**src/rtl/ppi_pkg.sv**
```systemverilog
// ppi_pkg: constants for the parallel pixel input and trigger block
package ppi_pkg;
    // ----------------------------------------
    // pixel formats
    // ----------------------------------------
    typedef enum logic [2:0] {
        PPI_FMT_888 = 3'h0,
        PPI_FMT_666 = 3'h1,
        PPI_FMT_565 = 3'h2,
        PPI_FMT_Y422_16 = 3'h3,
        PPI_FMT_SER888 = 3'h4,
        PPI_FMT_SER422 = 3'h5
    } ppi_fmt_t;
    // ----------------------------------------
    // display modes
    // ----------------------------------------
    typedef enum logic [1:0] {
        PPI_MODE_VIDEO = 2'h0,
        PPI_MODE_EXT_PAT = 2'h1,
        PPI_MODE_INT_PAT = 2'h2
    } ppi_mode_t;
    // ----------------------------------------
    // sizes and timing
    // ----------------------------------------
    localparam int PPI_MAX_WIDTH = 1920;
    localparam int PPI_MAX_LINES = 1080;
    localparam int PPI_CLK_MHZ = 250;
    localparam int PPI_SYNC_LOSS_MS = 100;
    localparam int PPI_SYNC_LOSS_CYC = PPI_SYNC_LOSS_MS * PPI_CLK_MHZ * 1000;
    localparam int PPI_PIX_W = 24;
    localparam logic [1:0] PPI_SER888_LAST = 2'h2;
    localparam logic [1:0] PPI_SER422_LAST = 2'h1;
endpackage : ppi_pkg

```
**src/rtl/ppi_sync2.sv**
```systemverilog
// ppi_sync2: two-flop synchroniser for a bus of levels
`timescale 1ns/1ns
module ppi_sync2 #(
    parameter int WIDTH = 1
) (
    // clock and reset
    input wire logic i_clock,
    input wire logic i_sys_rst,
    // data
    input wire logic [WIDTH-1:0] i_async,
    output logic [WIDTH-1:0] o_sync
);
    logic [WIDTH-1:0] meta_reg; // first stage, read only by o_sync
    // ----------------------------------------
    // two stages
    // ----------------------------------------
    always_ff @(posedge i_clock) begin
        if (i_sys_rst) begin
            meta_reg <= '0;
            o_sync <= '0;
        end else begin
            meta_reg <= i_async;
            o_sync <= meta_reg;
        end
    end
endmodule : ppi_sync2

```
**src/rtl/ppi_unpack.sv**
```systemverilog
// ppi_unpack: maps one captured bus word onto rgb for the one-clock formats
`timescale 1ns/1ns
module ppi_unpack (
    // format and word
    input wire logic [2:0] i_fmt,
    input wire logic [23:0] i_word,
    input wire logic [7:0] i_chroma_b,
    input wire logic [7:0] i_chroma_r,
    // pixel out
    output logic [23:0] o_pixel
);
    // ----------------------------------------
    // bit placement, narrow fields msb aligned
    // ----------------------------------------
    always_comb begin
        case (ppi_pkg::ppi_fmt_t'(i_fmt))
            ppi_pkg::PPI_FMT_666: o_pixel = {i_word[17:12], 2'h0, i_word[11:6], 2'h0, i_word[5:0], 2'h0};
            ppi_pkg::PPI_FMT_565: o_pixel = {i_word[15:11], 3'h0, i_word[10:5], 2'h0, i_word[4:0], 3'h0};
            ppi_pkg::PPI_FMT_Y422_16: o_pixel = {i_word[15:8], i_chroma_b, i_chroma_r};
            default: o_pixel = i_word;
        endcase
    end
endmodule : ppi_unpack

```
**src/rtl/ppi_port.sv**
```systemverilog
// ppi_port: parallel pixel input receiver with frame and pattern triggers
//
// How it works
// - eye flag high means left eye
// - one output frame per input frame
// - lost frame sync stops sequencer, leds off
// - frame and line sync edges configurable
// - inputs captured on pixel clock edge
// - masked frames are not forwarded
// - mask polarity programmable, default active high
// - 888, 666, 565 one-clock formats
// - 16-bit 422 shares chroma over pairs
// - serial 888 takes three clocks
// - serial 422 takes two clocks
// - up to 1920 by 1080 active
// - pattern modes bypass video processing
// - external patterns come over pixel port
// - external mode frame trigger per frame
// - internal mode frame trigger per group
// - pattern trigger during each pattern
// - trigger input only in internal mode
`timescale 1ns/1ns
module ppi_port #(
    parameter int SYNC_LOSS_CYC = ppi_pkg::PPI_SYNC_LOSS_CYC,
    parameter int GROUP_SIZE = 4
) (
    // clock and reset
    input wire logic i_clock,
    input wire logic i_sys_rst,
    // source pins
    input wire logic i_pixel_clock,
    input wire logic i_frame_sync,
    input wire logic i_line_sync,
    input wire logic i_pixel_valid,
    input wire logic [23:0] i_pixel_bus,
    input wire logic i_frame_update_mask,
    input wire logic i_eye_select,
    input wire logic i_trigger_in,
    // configuration
    input wire logic [2:0] i_cfg_format,
    input wire logic [1:0] i_cfg_mode,
    input wire logic i_cfg_pclk_fall,
    input wire logic i_cfg_fsync_fall,
    input wire logic i_cfg_lsync_fall,
    input wire logic i_cfg_mask_low,
    input wire logic [4:0] i_cfg_pat_per_frame,
    // pixel output
    output logic [23:0] o_pixel,
    output logic o_pixel_stb,
    output logic o_bypass,
    output logic o_frame_start,
    output logic o_line_start,
    output logic o_eye_left,
    output logic [10:0] o_x,
    output logic [10:0] o_y,
    // status and triggers
    output logic o_seq_run,
    output logic o_led_enable,
    output logic o_frame_trigger_out,
    output logic o_pattern_trigger_out,
    output logic o_pattern_adv
);
    // ----------------------------------------
    // input synchronisation
    // ----------------------------------------
    logic [29:0] pins_s; // synchronised pins
    logic pclk_d_reg; // delayed pixel clock
    logic fs_d_reg; // delayed frame sync
    logic ls_d_reg; // delayed line sync
    logic trig_d_reg; // delayed trigger in
    logic pclk_s, fs_s, ls_s, pv_s, mask_s, eye_s, trig_s;
    logic [23:0] bus_s;

    // every pin crosses two flops before use
    ppi_sync2 #(.WIDTH(30)) u_sync (
        .i_clock(i_clock),
        .i_sys_rst(i_sys_rst),
        .i_async({i_pixel_clock, i_frame_sync, i_line_sync, i_pixel_valid,
                  i_frame_update_mask, i_eye_select, i_trigger_in, i_pixel_bus[22:0]}),
        .o_sync(pins_s)
    );
    // bit 23 rides a second instance to keep widths exact
    logic bus23_s;
    ppi_sync2 #(.WIDTH(1)) u_sync23 (
        .i_clock(i_clock),
        .i_sys_rst(i_sys_rst),
        .i_async(i_pixel_bus[23]),
        .o_sync(bus23_s)
    );
    assign {pclk_s, fs_s, ls_s, pv_s, mask_s, eye_s, trig_s} = pins_s[29:23];
    assign bus_s = {bus23_s, pins_s[22:0]};

    // ----------------------------------------
    // edge detection
    // ----------------------------------------
    always_ff @(posedge i_clock) begin
        if (i_sys_rst) begin
            pclk_d_reg <= 1'b0;
            fs_d_reg <= 1'b0;
            ls_d_reg <= 1'b0;
            trig_d_reg <= 1'b0;
        end else begin
            pclk_d_reg <= pclk_s;
            fs_d_reg <= fs_s;
            ls_d_reg <= ls_s;
            trig_d_reg <= trig_s;
        end
    end

    logic pclk_edge, fs_edge, ls_edge, trig_rise;
    // active pixel clock edge selectable
    assign pclk_edge = i_cfg_pclk_fall ? (pclk_d_reg & ~pclk_s) : (~pclk_d_reg & pclk_s);
    // sync edges selectable by configuration
    assign fs_edge = i_cfg_fsync_fall ? (fs_d_reg & ~fs_s) : (~fs_d_reg & fs_s);
    assign ls_edge = i_cfg_lsync_fall ? (ls_d_reg & ~ls_s) : (~ls_d_reg & ls_s);
    assign trig_rise = ~trig_d_reg & trig_s;

    // ----------------------------------------
    // frame and line state on pixel clock edges
    // ----------------------------------------
    logic masked_reg; // mask latched per frame
    logic eye_reg; // eye latched per frame
    logic line_first_reg; // next valid sample starts a line
    logic frame_first_reg; // next valid sample starts a frame
    logic mask_act;
    // polarity programmable, default active high
    assign mask_act = i_cfg_mask_low ? ~mask_s : mask_s;

    // mask and eye sampled at frame start, so mid-frame mask changes are ignored
    always_ff @(posedge i_clock) begin
        if (i_sys_rst) begin
            masked_reg <= 1'b0;
            eye_reg <= 1'b0;
        end else if (fs_edge) begin
            masked_reg <= mask_act;
            eye_reg <= eye_s; // high is left eye
        end
    end

    always_ff @(posedge i_clock) begin
        if (i_sys_rst) begin
            line_first_reg <= 1'b1;
            frame_first_reg <= 1'b1;
        end else begin
            if (fs_edge) begin
                frame_first_reg <= 1'b1;
            end else if (pclk_edge && pv_s) begin
                frame_first_reg <= 1'b0;
            end
            if (ls_edge || fs_edge) begin
                line_first_reg <= 1'b1;
            end else if (pclk_edge && pv_s) begin
                line_first_reg <= 1'b0;
            end
        end
    end

    // ----------------------------------------
    // serial assembly
    // ----------------------------------------
    logic [1:0] phase_reg; // component index within a pixel
    logic [7:0] c0_reg, c1_reg; // earlier components
    logic [7:0] cb_reg, cr_reg; // held chroma
    logic take; // valid sample this edge
    logic [1:0] phase_now;
    logic [1:0] phase_last;
    assign take = pclk_edge & pv_s;
    assign phase_now = line_first_reg ? 2'h0 : phase_reg;
    assign phase_last = (ppi_pkg::ppi_fmt_t'(i_cfg_format) == ppi_pkg::PPI_FMT_SER888) ?
                        ppi_pkg::PPI_SER888_LAST : ppi_pkg::PPI_SER422_LAST;
    logic serial_fmt;
    assign serial_fmt = (ppi_pkg::ppi_fmt_t'(i_cfg_format) == ppi_pkg::PPI_FMT_SER888) ||
                        (ppi_pkg::ppi_fmt_t'(i_cfg_format) == ppi_pkg::PPI_FMT_SER422);

    always_ff @(posedge i_clock) begin
        if (i_sys_rst) begin
            phase_reg <= 2'h0;
            c0_reg <= 8'h00;
            c1_reg <= 8'h00;
        end else if (take) begin
            // three clocks for serial 888, two for serial 422
            phase_reg <= (phase_now == phase_last) ? 2'h0 : phase_now + 2'h1;
            if (phase_now == 2'h0) begin
                c0_reg <= bus_s[7:0];
            end
            if (phase_now == 2'h1) begin
                c1_reg <= bus_s[7:0];
            end
        end
    end

    // 16-bit 422 chroma alternates cb then cr per pixel pair
    logic pair_odd_reg;
    always_ff @(posedge i_clock) begin
        if (i_sys_rst) begin
            pair_odd_reg <= 1'b0;
            cb_reg <= 8'h00;
            cr_reg <= 8'h00;
        end else if (take) begin
            pair_odd_reg <= line_first_reg ? 1'b1 : ~pair_odd_reg;
            if (line_first_reg || !pair_odd_reg) begin
                cb_reg <= bus_s[7:0]; // even pixel carries cb
            end else begin
                cr_reg <= bus_s[7:0]; // odd pixel carries cr
            end
        end
    end

    // ----------------------------------------
    // pixel formation
    // ----------------------------------------
    logic [23:0] par_pix;
    logic [7:0] cb_now;
    assign cb_now = (line_first_reg || !pair_odd_reg) ? bus_s[7:0] : cb_reg;
    ppi_unpack u_unpack (
        .i_fmt(i_cfg_format),
        .i_word(bus_s),
        .i_chroma_b(cb_now),
        .i_chroma_r((line_first_reg || !pair_odd_reg) ? cr_reg : bus_s[7:0]),
        .o_pixel(par_pix)
    ); // one-clock formats

    logic pix_done;
    logic [23:0] pix_word;
    assign pix_done = take && (!serial_fmt || phase_now == phase_last);
    always_comb begin
        if (ppi_pkg::ppi_fmt_t'(i_cfg_format) == ppi_pkg::PPI_FMT_SER888) begin
            pix_word = {c0_reg, c1_reg, bus_s[7:0]};
        end else if (ppi_pkg::ppi_fmt_t'(i_cfg_format) == ppi_pkg::PPI_FMT_SER422) begin
            pix_word = {bus_s[7:0], c0_reg, c0_reg}; // chroma then luma
        end else begin
            pix_word = par_pix;
        end
    end

    // ----------------------------------------
    // coordinate counters, bounded to max size
    // ----------------------------------------
    logic [10:0] x_reg, y_reg;
    logic pix_first_line_reg; // next pixel begins a line
    logic [10:0] x_next; // column of the pixel being formed
    // new line starts at zero, columns stop at the last one
    assign x_next = pix_first_line_reg ? 11'h000 :
                    (x_reg < 11'(ppi_pkg::PPI_MAX_WIDTH - 1)) ? x_reg + 11'h001 : x_reg;
    always_ff @(posedge i_clock) begin
        if (i_sys_rst) begin
            x_reg <= 11'h000;
            y_reg <= 11'h000;
            pix_first_line_reg <= 1'b1;
        end else begin
            if (fs_edge) begin
                y_reg <= 11'h000;
                pix_first_line_reg <= 1'b1;
            end else if (ls_edge && !pix_first_line_reg) begin
                pix_first_line_reg <= 1'b1;
                if (y_reg < 11'(ppi_pkg::PPI_MAX_LINES - 1)) begin
                    y_reg <= y_reg + 11'h001;
                end
            end else if (pix_done) begin
                pix_first_line_reg <= 1'b0;
            end
            if (pix_done) begin
                x_reg <= x_next;
            end
        end
    end

    // ----------------------------------------
    // output stage
    // ----------------------------------------
    logic pat_mode;
    assign pat_mode = i_cfg_mode != 2'(ppi_pkg::PPI_MODE_VIDEO);
    always_ff @(posedge i_clock) begin
        if (i_sys_rst) begin
            o_pixel <= 24'h000000;
            o_pixel_stb <= 1'b0;
            o_frame_start <= 1'b0;
            o_line_start <= 1'b0;
            o_eye_left <= 1'b0;
            o_bypass <= 1'b0;
            o_x <= 11'h000;
            o_y <= 11'h000;
        end else begin
            // masked frames keep the last shown image
            o_pixel_stb <= pix_done && !masked_reg;
            if (pix_done && !masked_reg) begin
                o_pixel <= pix_word;
                o_x <= x_next;
                o_y <= y_reg;
            end
            // one display frame per input frame, eye tagged
            o_frame_start <= fs_edge;
            o_line_start <= ls_edge;
            o_eye_left <= eye_reg;
            o_bypass <= pat_mode; // pattern data skips video path
        end
    end

    // ----------------------------------------
    // frame sync watchdog
    // ----------------------------------------
    localparam int LW = $clog2(SYNC_LOSS_CYC + 1);
    logic [LW-1:0] loss_cnt_reg;
    always_ff @(posedge i_clock) begin
        if (i_sys_rst) begin
            loss_cnt_reg <= '0;
            o_seq_run <= 1'b0;
            o_led_enable <= 1'b0;
        end else if (fs_edge) begin
            loss_cnt_reg <= '0;
            o_seq_run <= 1'b1;
            o_led_enable <= 1'b1;
        end else if (loss_cnt_reg == LW'(SYNC_LOSS_CYC)) begin
            o_seq_run <= 1'b0; // sequencer halts on lost sync
            o_led_enable <= 1'b0; // leds off
        end else begin
            loss_cnt_reg <= loss_cnt_reg + LW'(1);
        end
    end

    // ----------------------------------------
    // triggers
    // ----------------------------------------
    logic [4:0] pat_left_reg; // patterns still to show in frame
    logic [7:0] grp_cnt_reg; // internal patterns into group
    logic ext_mode, int_mode, int_adv;
    assign ext_mode = i_cfg_mode == 2'(ppi_pkg::PPI_MODE_EXT_PAT);
    assign int_mode = i_cfg_mode == 2'(ppi_pkg::PPI_MODE_INT_PAT);
    assign int_adv = int_mode && trig_rise; // ignored outside internal

    always_ff @(posedge i_clock) begin
        if (i_sys_rst) begin
            o_frame_trigger_out <= 1'b0;
            o_pattern_adv <= 1'b0;
            grp_cnt_reg <= 8'h00;
        end else begin
            o_pattern_adv <= int_adv;
            if (ext_mode) begin
                o_frame_trigger_out <= fs_edge; // each input frame
            end else if (int_adv) begin
                o_frame_trigger_out <= grp_cnt_reg == 8'h00; // group start
            end else begin
                o_frame_trigger_out <= 1'b0;
            end
            if (int_adv) begin
                grp_cnt_reg <= (grp_cnt_reg == 8'(GROUP_SIZE - 1)) ? 8'h00 : grp_cnt_reg + 8'h01;
            end else if (!int_mode) begin
                grp_cnt_reg <= 8'h00;
            end
        end
    end

    // pattern trigger high while each pattern shows, several per frame
    always_ff @(posedge i_clock) begin
        if (i_sys_rst) begin
            pat_left_reg <= 5'h00;
            o_pattern_trigger_out <= 1'b0;
        end else if (ext_mode && fs_edge) begin
            pat_left_reg <= i_cfg_pat_per_frame;
            o_pattern_trigger_out <= i_cfg_pat_per_frame != 5'h00;
        end else if (ext_mode && ls_edge && pat_left_reg != 5'h00) begin
            // line syncs alternate: one closes the open pattern slot, the next opens the following one
            o_pattern_trigger_out <= ~o_pattern_trigger_out;
            if (o_pattern_trigger_out) begin
                pat_left_reg <= pat_left_reg - 5'h01;
            end
        end else if (int_mode) begin
            o_pattern_trigger_out <= int_adv ? 1'b1 : (ls_edge ? 1'b0 : o_pattern_trigger_out);
        end else if (!ext_mode) begin
            o_pattern_trigger_out <= 1'b0;
        end
    end

    // ----------------------------------------
    // assertions
    // ----------------------------------------
    a_trig_ignored: assert property (@(posedge i_clock) disable iff (i_sys_rst)
        !int_mode |=> !o_pattern_adv) else $error("trigger advanced outside internal mode");
    a_frame_trig_ext: assert property (@(posedge i_clock) disable iff (i_sys_rst)
        (ext_mode && fs_edge) |=> o_frame_trigger_out) else $error("no frame trigger on frame");
    a_mask_blocks: assert property (@(posedge i_clock) disable iff (i_sys_rst)
        masked_reg |=> !o_pixel_stb) else $error("masked pixel forwarded");
    a_valid_only: assert property (@(posedge i_clock) disable iff (i_sys_rst)
        !take |=> !o_pixel_stb) else $error("pixel without valid sample");
    a_sync_loss: assert property (@(posedge i_clock) disable iff (i_sys_rst)
        (loss_cnt_reg == LW'(SYNC_LOSS_CYC)) |=> !o_led_enable) else $error("leds on after sync loss");
    a_frame_rate: assert property (@(posedge i_clock) disable iff (i_sys_rst)
        fs_edge |=> o_frame_start) else $error("frame dropped");
    a_phase_range: assert property (@(posedge i_clock) disable iff (i_sys_rst)
        phase_reg <= ppi_pkg::PPI_SER888_LAST) else $error("serial phase out of range");
    a_line_restart: assert property (@(posedge i_clock) disable iff (i_sys_rst)
        (take && line_first_reg) |=> (serial_fmt ? phase_reg <= 2'h1 : 1'b1)) else $error("phase not restarted");
    a_x_bound: assert property (@(posedge i_clock) disable iff (i_sys_rst)
        o_x < 11'(ppi_pkg::PPI_MAX_WIDTH)) else $error("column past max width");
    a_bypass: assert property (@(posedge i_clock) disable iff (i_sys_rst)
        pat_mode |=> o_bypass) else $error("pattern mode not bypassed");
    c_pixel: cover property (@(posedge i_clock) o_pixel_stb);
    c_frame_trig: cover property (@(posedge i_clock) o_frame_trigger_out);
    c_pat_trig: cover property (@(posedge i_clock) o_pattern_trigger_out);
    c_loss: cover property (@(posedge i_clock) $fell(o_seq_run));
endmodule : ppi_port

```
**config.mk**
```make
export PLATFORM = sky130hd
export DESIGN_NAME = ppi_port
export DESIGN_NICKNAME = d
export VERILOG_FILES = /design/src/rtl/ppi_pkg.sv /design/src/rtl/ppi_sync2.sv /design/src/rtl/ppi_unpack.sv /design/src/rtl/ppi_port.sv
export SDC_FILE = /design/constraint.sdc
export NUM_CORES = 1
export LEC_CHECK = 0
export BUFFER_PORTS_ARGS = -buffer_cell sky130_fd_sc_hd__buf_2
export CORE_MARGIN = 5
export CORE_UTILIZATION = 35
export DETAILED_ROUTE_END_ITERATION = 16
export MAX_ROUTING_LAYER = met4
export SETUP_SLACK_MARGIN = 0.1
export SLEW_MARGIN = 15
export SYNTH_ARGS = -nofsm -noshare
export SYNTH_HDL_FRONTEND = slang
export SYNTH_SLANG_ARGS = --single-unit
export TNS_END_PERCENT = 30
```
**constraint.sdc**
```tcl
create_clock -name i_clock -period 1.64 [get_ports i_clock]
set_input_delay 0.246 -clock i_clock [delete_from_list [all_inputs] [get_ports i_clock]]
set_output_delay 0.246 -clock i_clock [all_outputs]
set_load 0.1 [all_outputs]
```
Yosys cells after proc, flatten, opt, wreduce, memory -nomap -nowiden
Cells that the tools add are included.

Bits in writable memories: 0. Bits in registers: 220. Latch bits: 0. Memories: 0. Memory bits (read-only): 0. Logic and storage cells: 138.

$add $sub $neg: 6. Multiply operators: 0. Equal/unequal tests: 14. Shift operators: 0. Bitwise operators: 18. Order comparisons: 2. Reductions and logical operators: 32. Div/mod/pow operators: 0. Multiplexer cells: 31.

Operator list (number): 24-bit one-hot mux with 3 select lines (1); 24-bit 2-to-1 mux (2); 8-bit 2-to-1 mux (5); 25-bit by 1-bit adder with 25-bit output (second input constant) (1); 25-bit == test (second input constant) (1); 11-bit by 1-bit adder with 11-bit output (second input constant) (2); 11-bit < comparator (second input constant) (2); 11-bit 2-to-1 mux (2); 1-bit 2-to-1 mux (15); 5-bit 2-to-1 mux (3); 1-bit NOT (10); 2-bit AND reduction (5); 5-bit nonzero test (2); 8-bit by 1-bit adder with 8-bit output (second input constant) (1); 1-bit bitwise AND (8); 8-bit by 2-bit == test with 1-bit output (second input constant) (1); 1-bit logical AND (8); 8-bit zero test (1); 2-bit nonzero test (4); 3-bit by 2-bit == test with 1-bit output (second input constant) (2); 3-bit == test (second input constant) (2); 2-bit 2-to-1 mux (3); 5-bit by 2-bit != test with 1-bit output (second input constant) (1); 5-bit by 1-bit subtractor with 5-bit output (second input constant) (1); 12 further kinds (20).

Logic depth before layout (Yosys ltp)
Depth in word-level cells: 8. Gate-level depth with buffers: 8. Gate-level depth less buffers: 7.

Cells and area by module
From an unflattened synthesis, not the netlist that was laid out.

Cell total of the unflattened synthesis: 1090. Area total of the unflattened synthesis: 9785.6 sq um.

By module, submodules not included: ppi_port (times used 1, seq. area each 3163.0 sq um, area an instance 7302.0 sq um, cells an instance 855); ppi_sync2 (u_sync) (times used 1, seq. area each 1201.2 sq um, area an instance 1606.5 sq um, cells an instance 126); ppi_unpack (times used 1, seq. area each 0.0 sq um, area an instance 824.5 sq um, cells an instance 105); ppi_sync2 (u_sync23) (times used 1, seq. area each 40.0 sq um, area an instance 52.6 sq um, cells an instance 4).

Least setup slack after synthesis
Ideal clock, no wire load.

Kind: flip-flop to flip-flop. From: register line_first_reg. To: register o_pixel[3]. Path buffers: 0. Setup time: 0.070 ns. Setup slack: -0.126 ns. Arrival: 1.696 ns. Data required time: 1.570 ns. Cell stages (with the launch flop): 6. Cells stage by stage: dfxtp_1 nor4b_4 o32ai_4 or2_4 or4_1 a21oi_1.

Cells in the longest elaborated chain, start to end: 5.

RTL lines: from (decl) (line ppi_port.sv:123) `logic line_first_reg;`; from (signal assigned) (line ppi_port.sv:142) `line_first_reg <= 1'b1;`; from (signal assigned) (line ppi_port.sv:151) `line_first_reg <= 1'b1;`; from (signal assigned) (line ppi_port.sv:153) `line_first_reg <= 1'b0;`; 1-bit logical OR or 2-bit 2-to-1 mux (tied branches) (line ppi_port.sv:219, ppi_port.sv:168); 8-bit 2-to-1 mux or 2-bit == test (tied branches); 24-bit one-hot mux with 3 select lines or 1-bit logical OR (tied branches) (line ppi_unpack.sv:16, ppi_port.sv:225); 24-bit 2-to-1 mux or 1-bit logical AND (tied branches) (line ppi_port.sv:229, ppi_port.sv:225); 24-bit 2-to-1 mux or 1-bit logical AND (tied branches) (line ppi_port.sv:227, ppi_port.sv:286); to (signal assigned) (line ppi_port.sv:287) `o_pixel <= pix_word;`; to (decl) (line ppi_port.sv:48) `output logic [23:0] o_pixel,`.

Several ways; a longest one is shown, not always the timed one. A chain may end at the register's enable or synchronous reset.

Worst setup path in the final report
From: register line_first_reg. To: register o_pixel[22].

Cells in the longest elaborated chain, start to end: 5.

RTL lines: 2-bit 2-to-1 mux (line ppi_port.sv:168) `assign phase_now = line_first_reg ? 2'h0 : phase_reg;`; 2-bit == test (line ppi_port.sv:225) `assign pix_done = take && (!serial_fmt || phase_now == phase_last);`; 1-bit logical OR (line ppi_port.sv:225); 1-bit logical AND (line ppi_port.sv:225); 1-bit logical AND (line ppi_port.sv:286) `if (pix_done && !masked_reg) begin`.

No other way between the ends.

==> metrics.md <==
| Metric | Value |
|---|---|
| Reg clk slew, reported paths | 60 ps |
| Max Root-Sink Buffers | 3 |
| Num CTS Buffers | 25 |
| Post-synth EDFFs | 0 |
| Failing checks | setup timing |
| Ys async rst share | 0% |
| Worst Path Required | 2040 ps |
| Syn nets | 1,168 |
| Hold Slack | 13.8 ps |
| Initial core utilization | 35.6% |
| Die W | 176 µm |
| R2R setup slack | -100 ps |
| Tightest Hold Check Type | in2reg |
| Per-cell routed wire length | 16.3 µm |
| DP HPWL | 19,300 µm |
| Cells after synthesis | 1,112 |
| Mapped cell area | 9590 µm² |
| Fillers | 2,556 |
| Die Area | 30,800 µm² |
| Maxcap violations | 0 |
| Leakage Power | 5.09 nW |
| Via count of the routed design | 8,726 |
| Kind of critical path | reg2reg |
| Clk root buf | clkbuf_16 |
| Syn_area_per_cell | 8.62 µm² |
| Crit path max fanout | 19 |
| Pwr Density | 917 nW/µm² |
| Row count | 60 |
| Setup TNS | -2250 ps |
| Setup crit start kind | flip-flop |
| Top cells by area, synth | dfxtp_1 46%, nand2_1 5.4%, nor2b_1 5.2% |
| Layout cells sized above 1 | 30.6% |
| Hold Path Origin | i_pixel_bus[23] |
| Yosys reg bits | 220 |
| Total core area | 27,000 µm² |
| Number of global-route vias before repair | 8,172 |
| Initial antenna violation count | 2 |
| Start of the worst register-to-register path | line_first_reg$_SDFFE_PP1P_ |
| Final instance area | 13,200 µm² |
| Grt total ovfl | 0 |
| Yosys warnings | 0 |
| Final wirelength | 27,800 µm |
| GPL Wtd Cong | 0.934 |
| Unrepaired setup endpoints after global routing | yes |
| Minimum clock period | 1740 ps |
| Hold Path Depth | 2 |
| CTS H-tree depth | 1 |
| Worst R2R Path Depth | 6 |
| Cell variety after synth | 70 |
| DR DRC count | 0 |
| Synth cell count leaders | 220 x dfxtp_1, 139 x nand2_1, 95 x a21oi_1, 83 x nor2_1, 79 x nor2b_1 |
| VDD IR max | 0.642 mV |
| Final Slew Violations | 0 |
| Cells after DPL | 1,607 |
| IO Port Bufs | 102 |
| Global-route wire length before repair | 43,700 µm |
| Critical Path End Type | flip-flop |
| Final worst slack | -96.7 ps |
| Detail Route Antenna Nets | 0 |
| Nets | 1,396 |
| Vias per inst | 5.13 |
| Drt first pass iters | 5 |
| Status | finished, violations left |
| Slew HR | 63.2% |
| Clock Skews | 24.1 ps |
| Post-synth top area cell | dfxtp_1 |
| Clk sinks | 220 |
| FMAX | 576 MHz |
| WHS Endpoint | u_sync23.meta_reg$_SDFF_PP0_ |
| Layout area overhead | 37.4% |
| Count leader, synth | dfxtp_1 |
| Total track usage | 17.5% |
| Commonest register cell after synthesis | dfxtp_1 |
| Top cell type's share of synthesized area | 45.9% |
| Iter 0 DRT Violations | 535 |
| Post-DP Area | 11,200 µm² |
| Die height | 176 µm |
| Final period utilization | 106% |
| Hold Fails Final Rpt | 0 |
| # setup viols final | 53 |
| Post-Layout Cell Count | 1,701 |
| Reg-to-reg endpoint | o_pixel[22]$_SDFFE_PP0P_ |
| CTS tree | built |
| CP arrival | 2140 ps |
| IO Count | 103 |
| Register area share after synthesis | 45.9% |
| Pin count of the biggest net entering global routing | 110 |
| Worst slew pin tran | 549 ps |
| Clock insertion delay at the later pin of the skew report | 530 ps |
## per-stage QoR
stage	total power, mW	util (%)	setup WS [ps]
after floorplan	6.05	-	-59.7
after global routing	12.6	48.9	-189
after detailed placement	6.34	41.7	-211
after CTS	12.2	47.2	-93.2
after global placement	6.34	41.7	-225
final	12.1	48.9	-96.7
## cell usage in the layout (no fill, tap or decap), types with 7 or more instances in the layout
| cell type | count |
|---|---|
| xnor2_1 | 25 |
| o21ai_1 | 8 |
| clkbuf_16 | 27 |
| nor3_1 | 12 |
| inv_1 | 33 |
| nand2_1 | 127 |
| a21oi_1 | 81 |
| nand4_1 | 11 |
| nor2b_1 | 78 |
| dlygate4sd3_1 | 31 |
| dfxtp_2 | 12 |
| a211oi_1 | 10 |
| a31oi_1 | 9 |
| nor2_1 | 78 |
| mux2i_1 | 15 |
| nand2b_1 | 9 |
| a21oi_2 | 14 |
| and3_1 | 9 |
| o211ai_1 | 9 |
| mux2_2 | 14 |
| buf_2 | 66 |
| xor2_1 | 10 |
| or3_1 | 7 |
| dfxtp_1 | 207 |
| buf_4 | 154 |
| clkbuf_4 | 8 |
| nand2_4 | 8 |
| o21ai_0 | 48 |
| nand3_1 | 48 |
## what timing repair did
item	in CTS	in global routing
hold endpoints to repair	31	0
endpoints found under the setup margin	154	156
cloned	3	2
pin swaps	32	30
hold buffers	31	0
gates resized for setup	82	87
buffers inserted	7	4
## critical path: stages (launching register included)
cell and delay, ps:
dfxtp_4 370, and4bb_2 250, o32ai_4 390, nor2_4 130, buf_12 190, o211ai_1 170, a21oi_1 110
## routing by layer
metal  track usage (%)  up-vias  share of wire [%]
li1                  -     4359                  -
met1              23.8     4086                 46
met2              27.3      239                 46
met3              2.73       42                5.7
met4              4.97        0                2.3
met5                 -        -                  0
## where the power goes
part / switching (mW) / internal (mW)
Clock: 2.24 / 3.52
Combinational: 0.456 / 0.357
Sequential: 0.0728 / 5.44
Total: 2.76 / 9.31
## how the worst max path moves through the flow
stage                                      start                            to  slack (ps)  cells past startpoint
floorplan                        i_cfg_format[0]       o_pixel[5]$_SDFFE_PP0P_         -60                      7
global placement     line_first_reg$_SDFFE_PP1P_       o_pixel[1]$_SDFFE_PP0P_        -230                      8
detailed placement   line_first_reg$_SDFFE_PP1P_       o_pixel[1]$_SDFFE_PP0P_        -210                      8
CTS                  line_first_reg$_SDFFE_PP1P_       o_pixel[3]$_SDFFE_PP0P_         -90                      5
global route        u_sync.o_sync[27]$_SDFF_PP0_  pat_left_reg[3]$_SDFFE_PP0P_        -190                      5
finish               line_first_reg$_SDFFE_PP1P_      o_pixel[22]$_SDFFE_PP0P_        -100                      6
## cell type report
type	count	area, µm²	share of cell area, %
Antenna cell	2	5.00	0.0380
Clock buffer	35	713	5.41
Clock inverter	10	141	1.07
Inverter	33	124	0.940
Multi-Input combinational cell	785	5230	39.7
Sequential cell	220	4420	33.6
Tap cell	341	427	3.24
Timing Repair Buffer	275	2110	16.0
## logic make-up (layout without fill, tap and decap cells)
logic type	Yosys count	count (layout)	synth area share (%)
other cells	0	2	0
mux	38	38	4.83
fa+ha+maj	9	9	1.17
simple gates	456	457	24.1
xor+xnor	35	35	3.20
compound gates	246	246	16.0
buf+inv	108	353	4.74
flops	220	220	45.9
No activity file was read; power rests on OpenSTA's default activity.
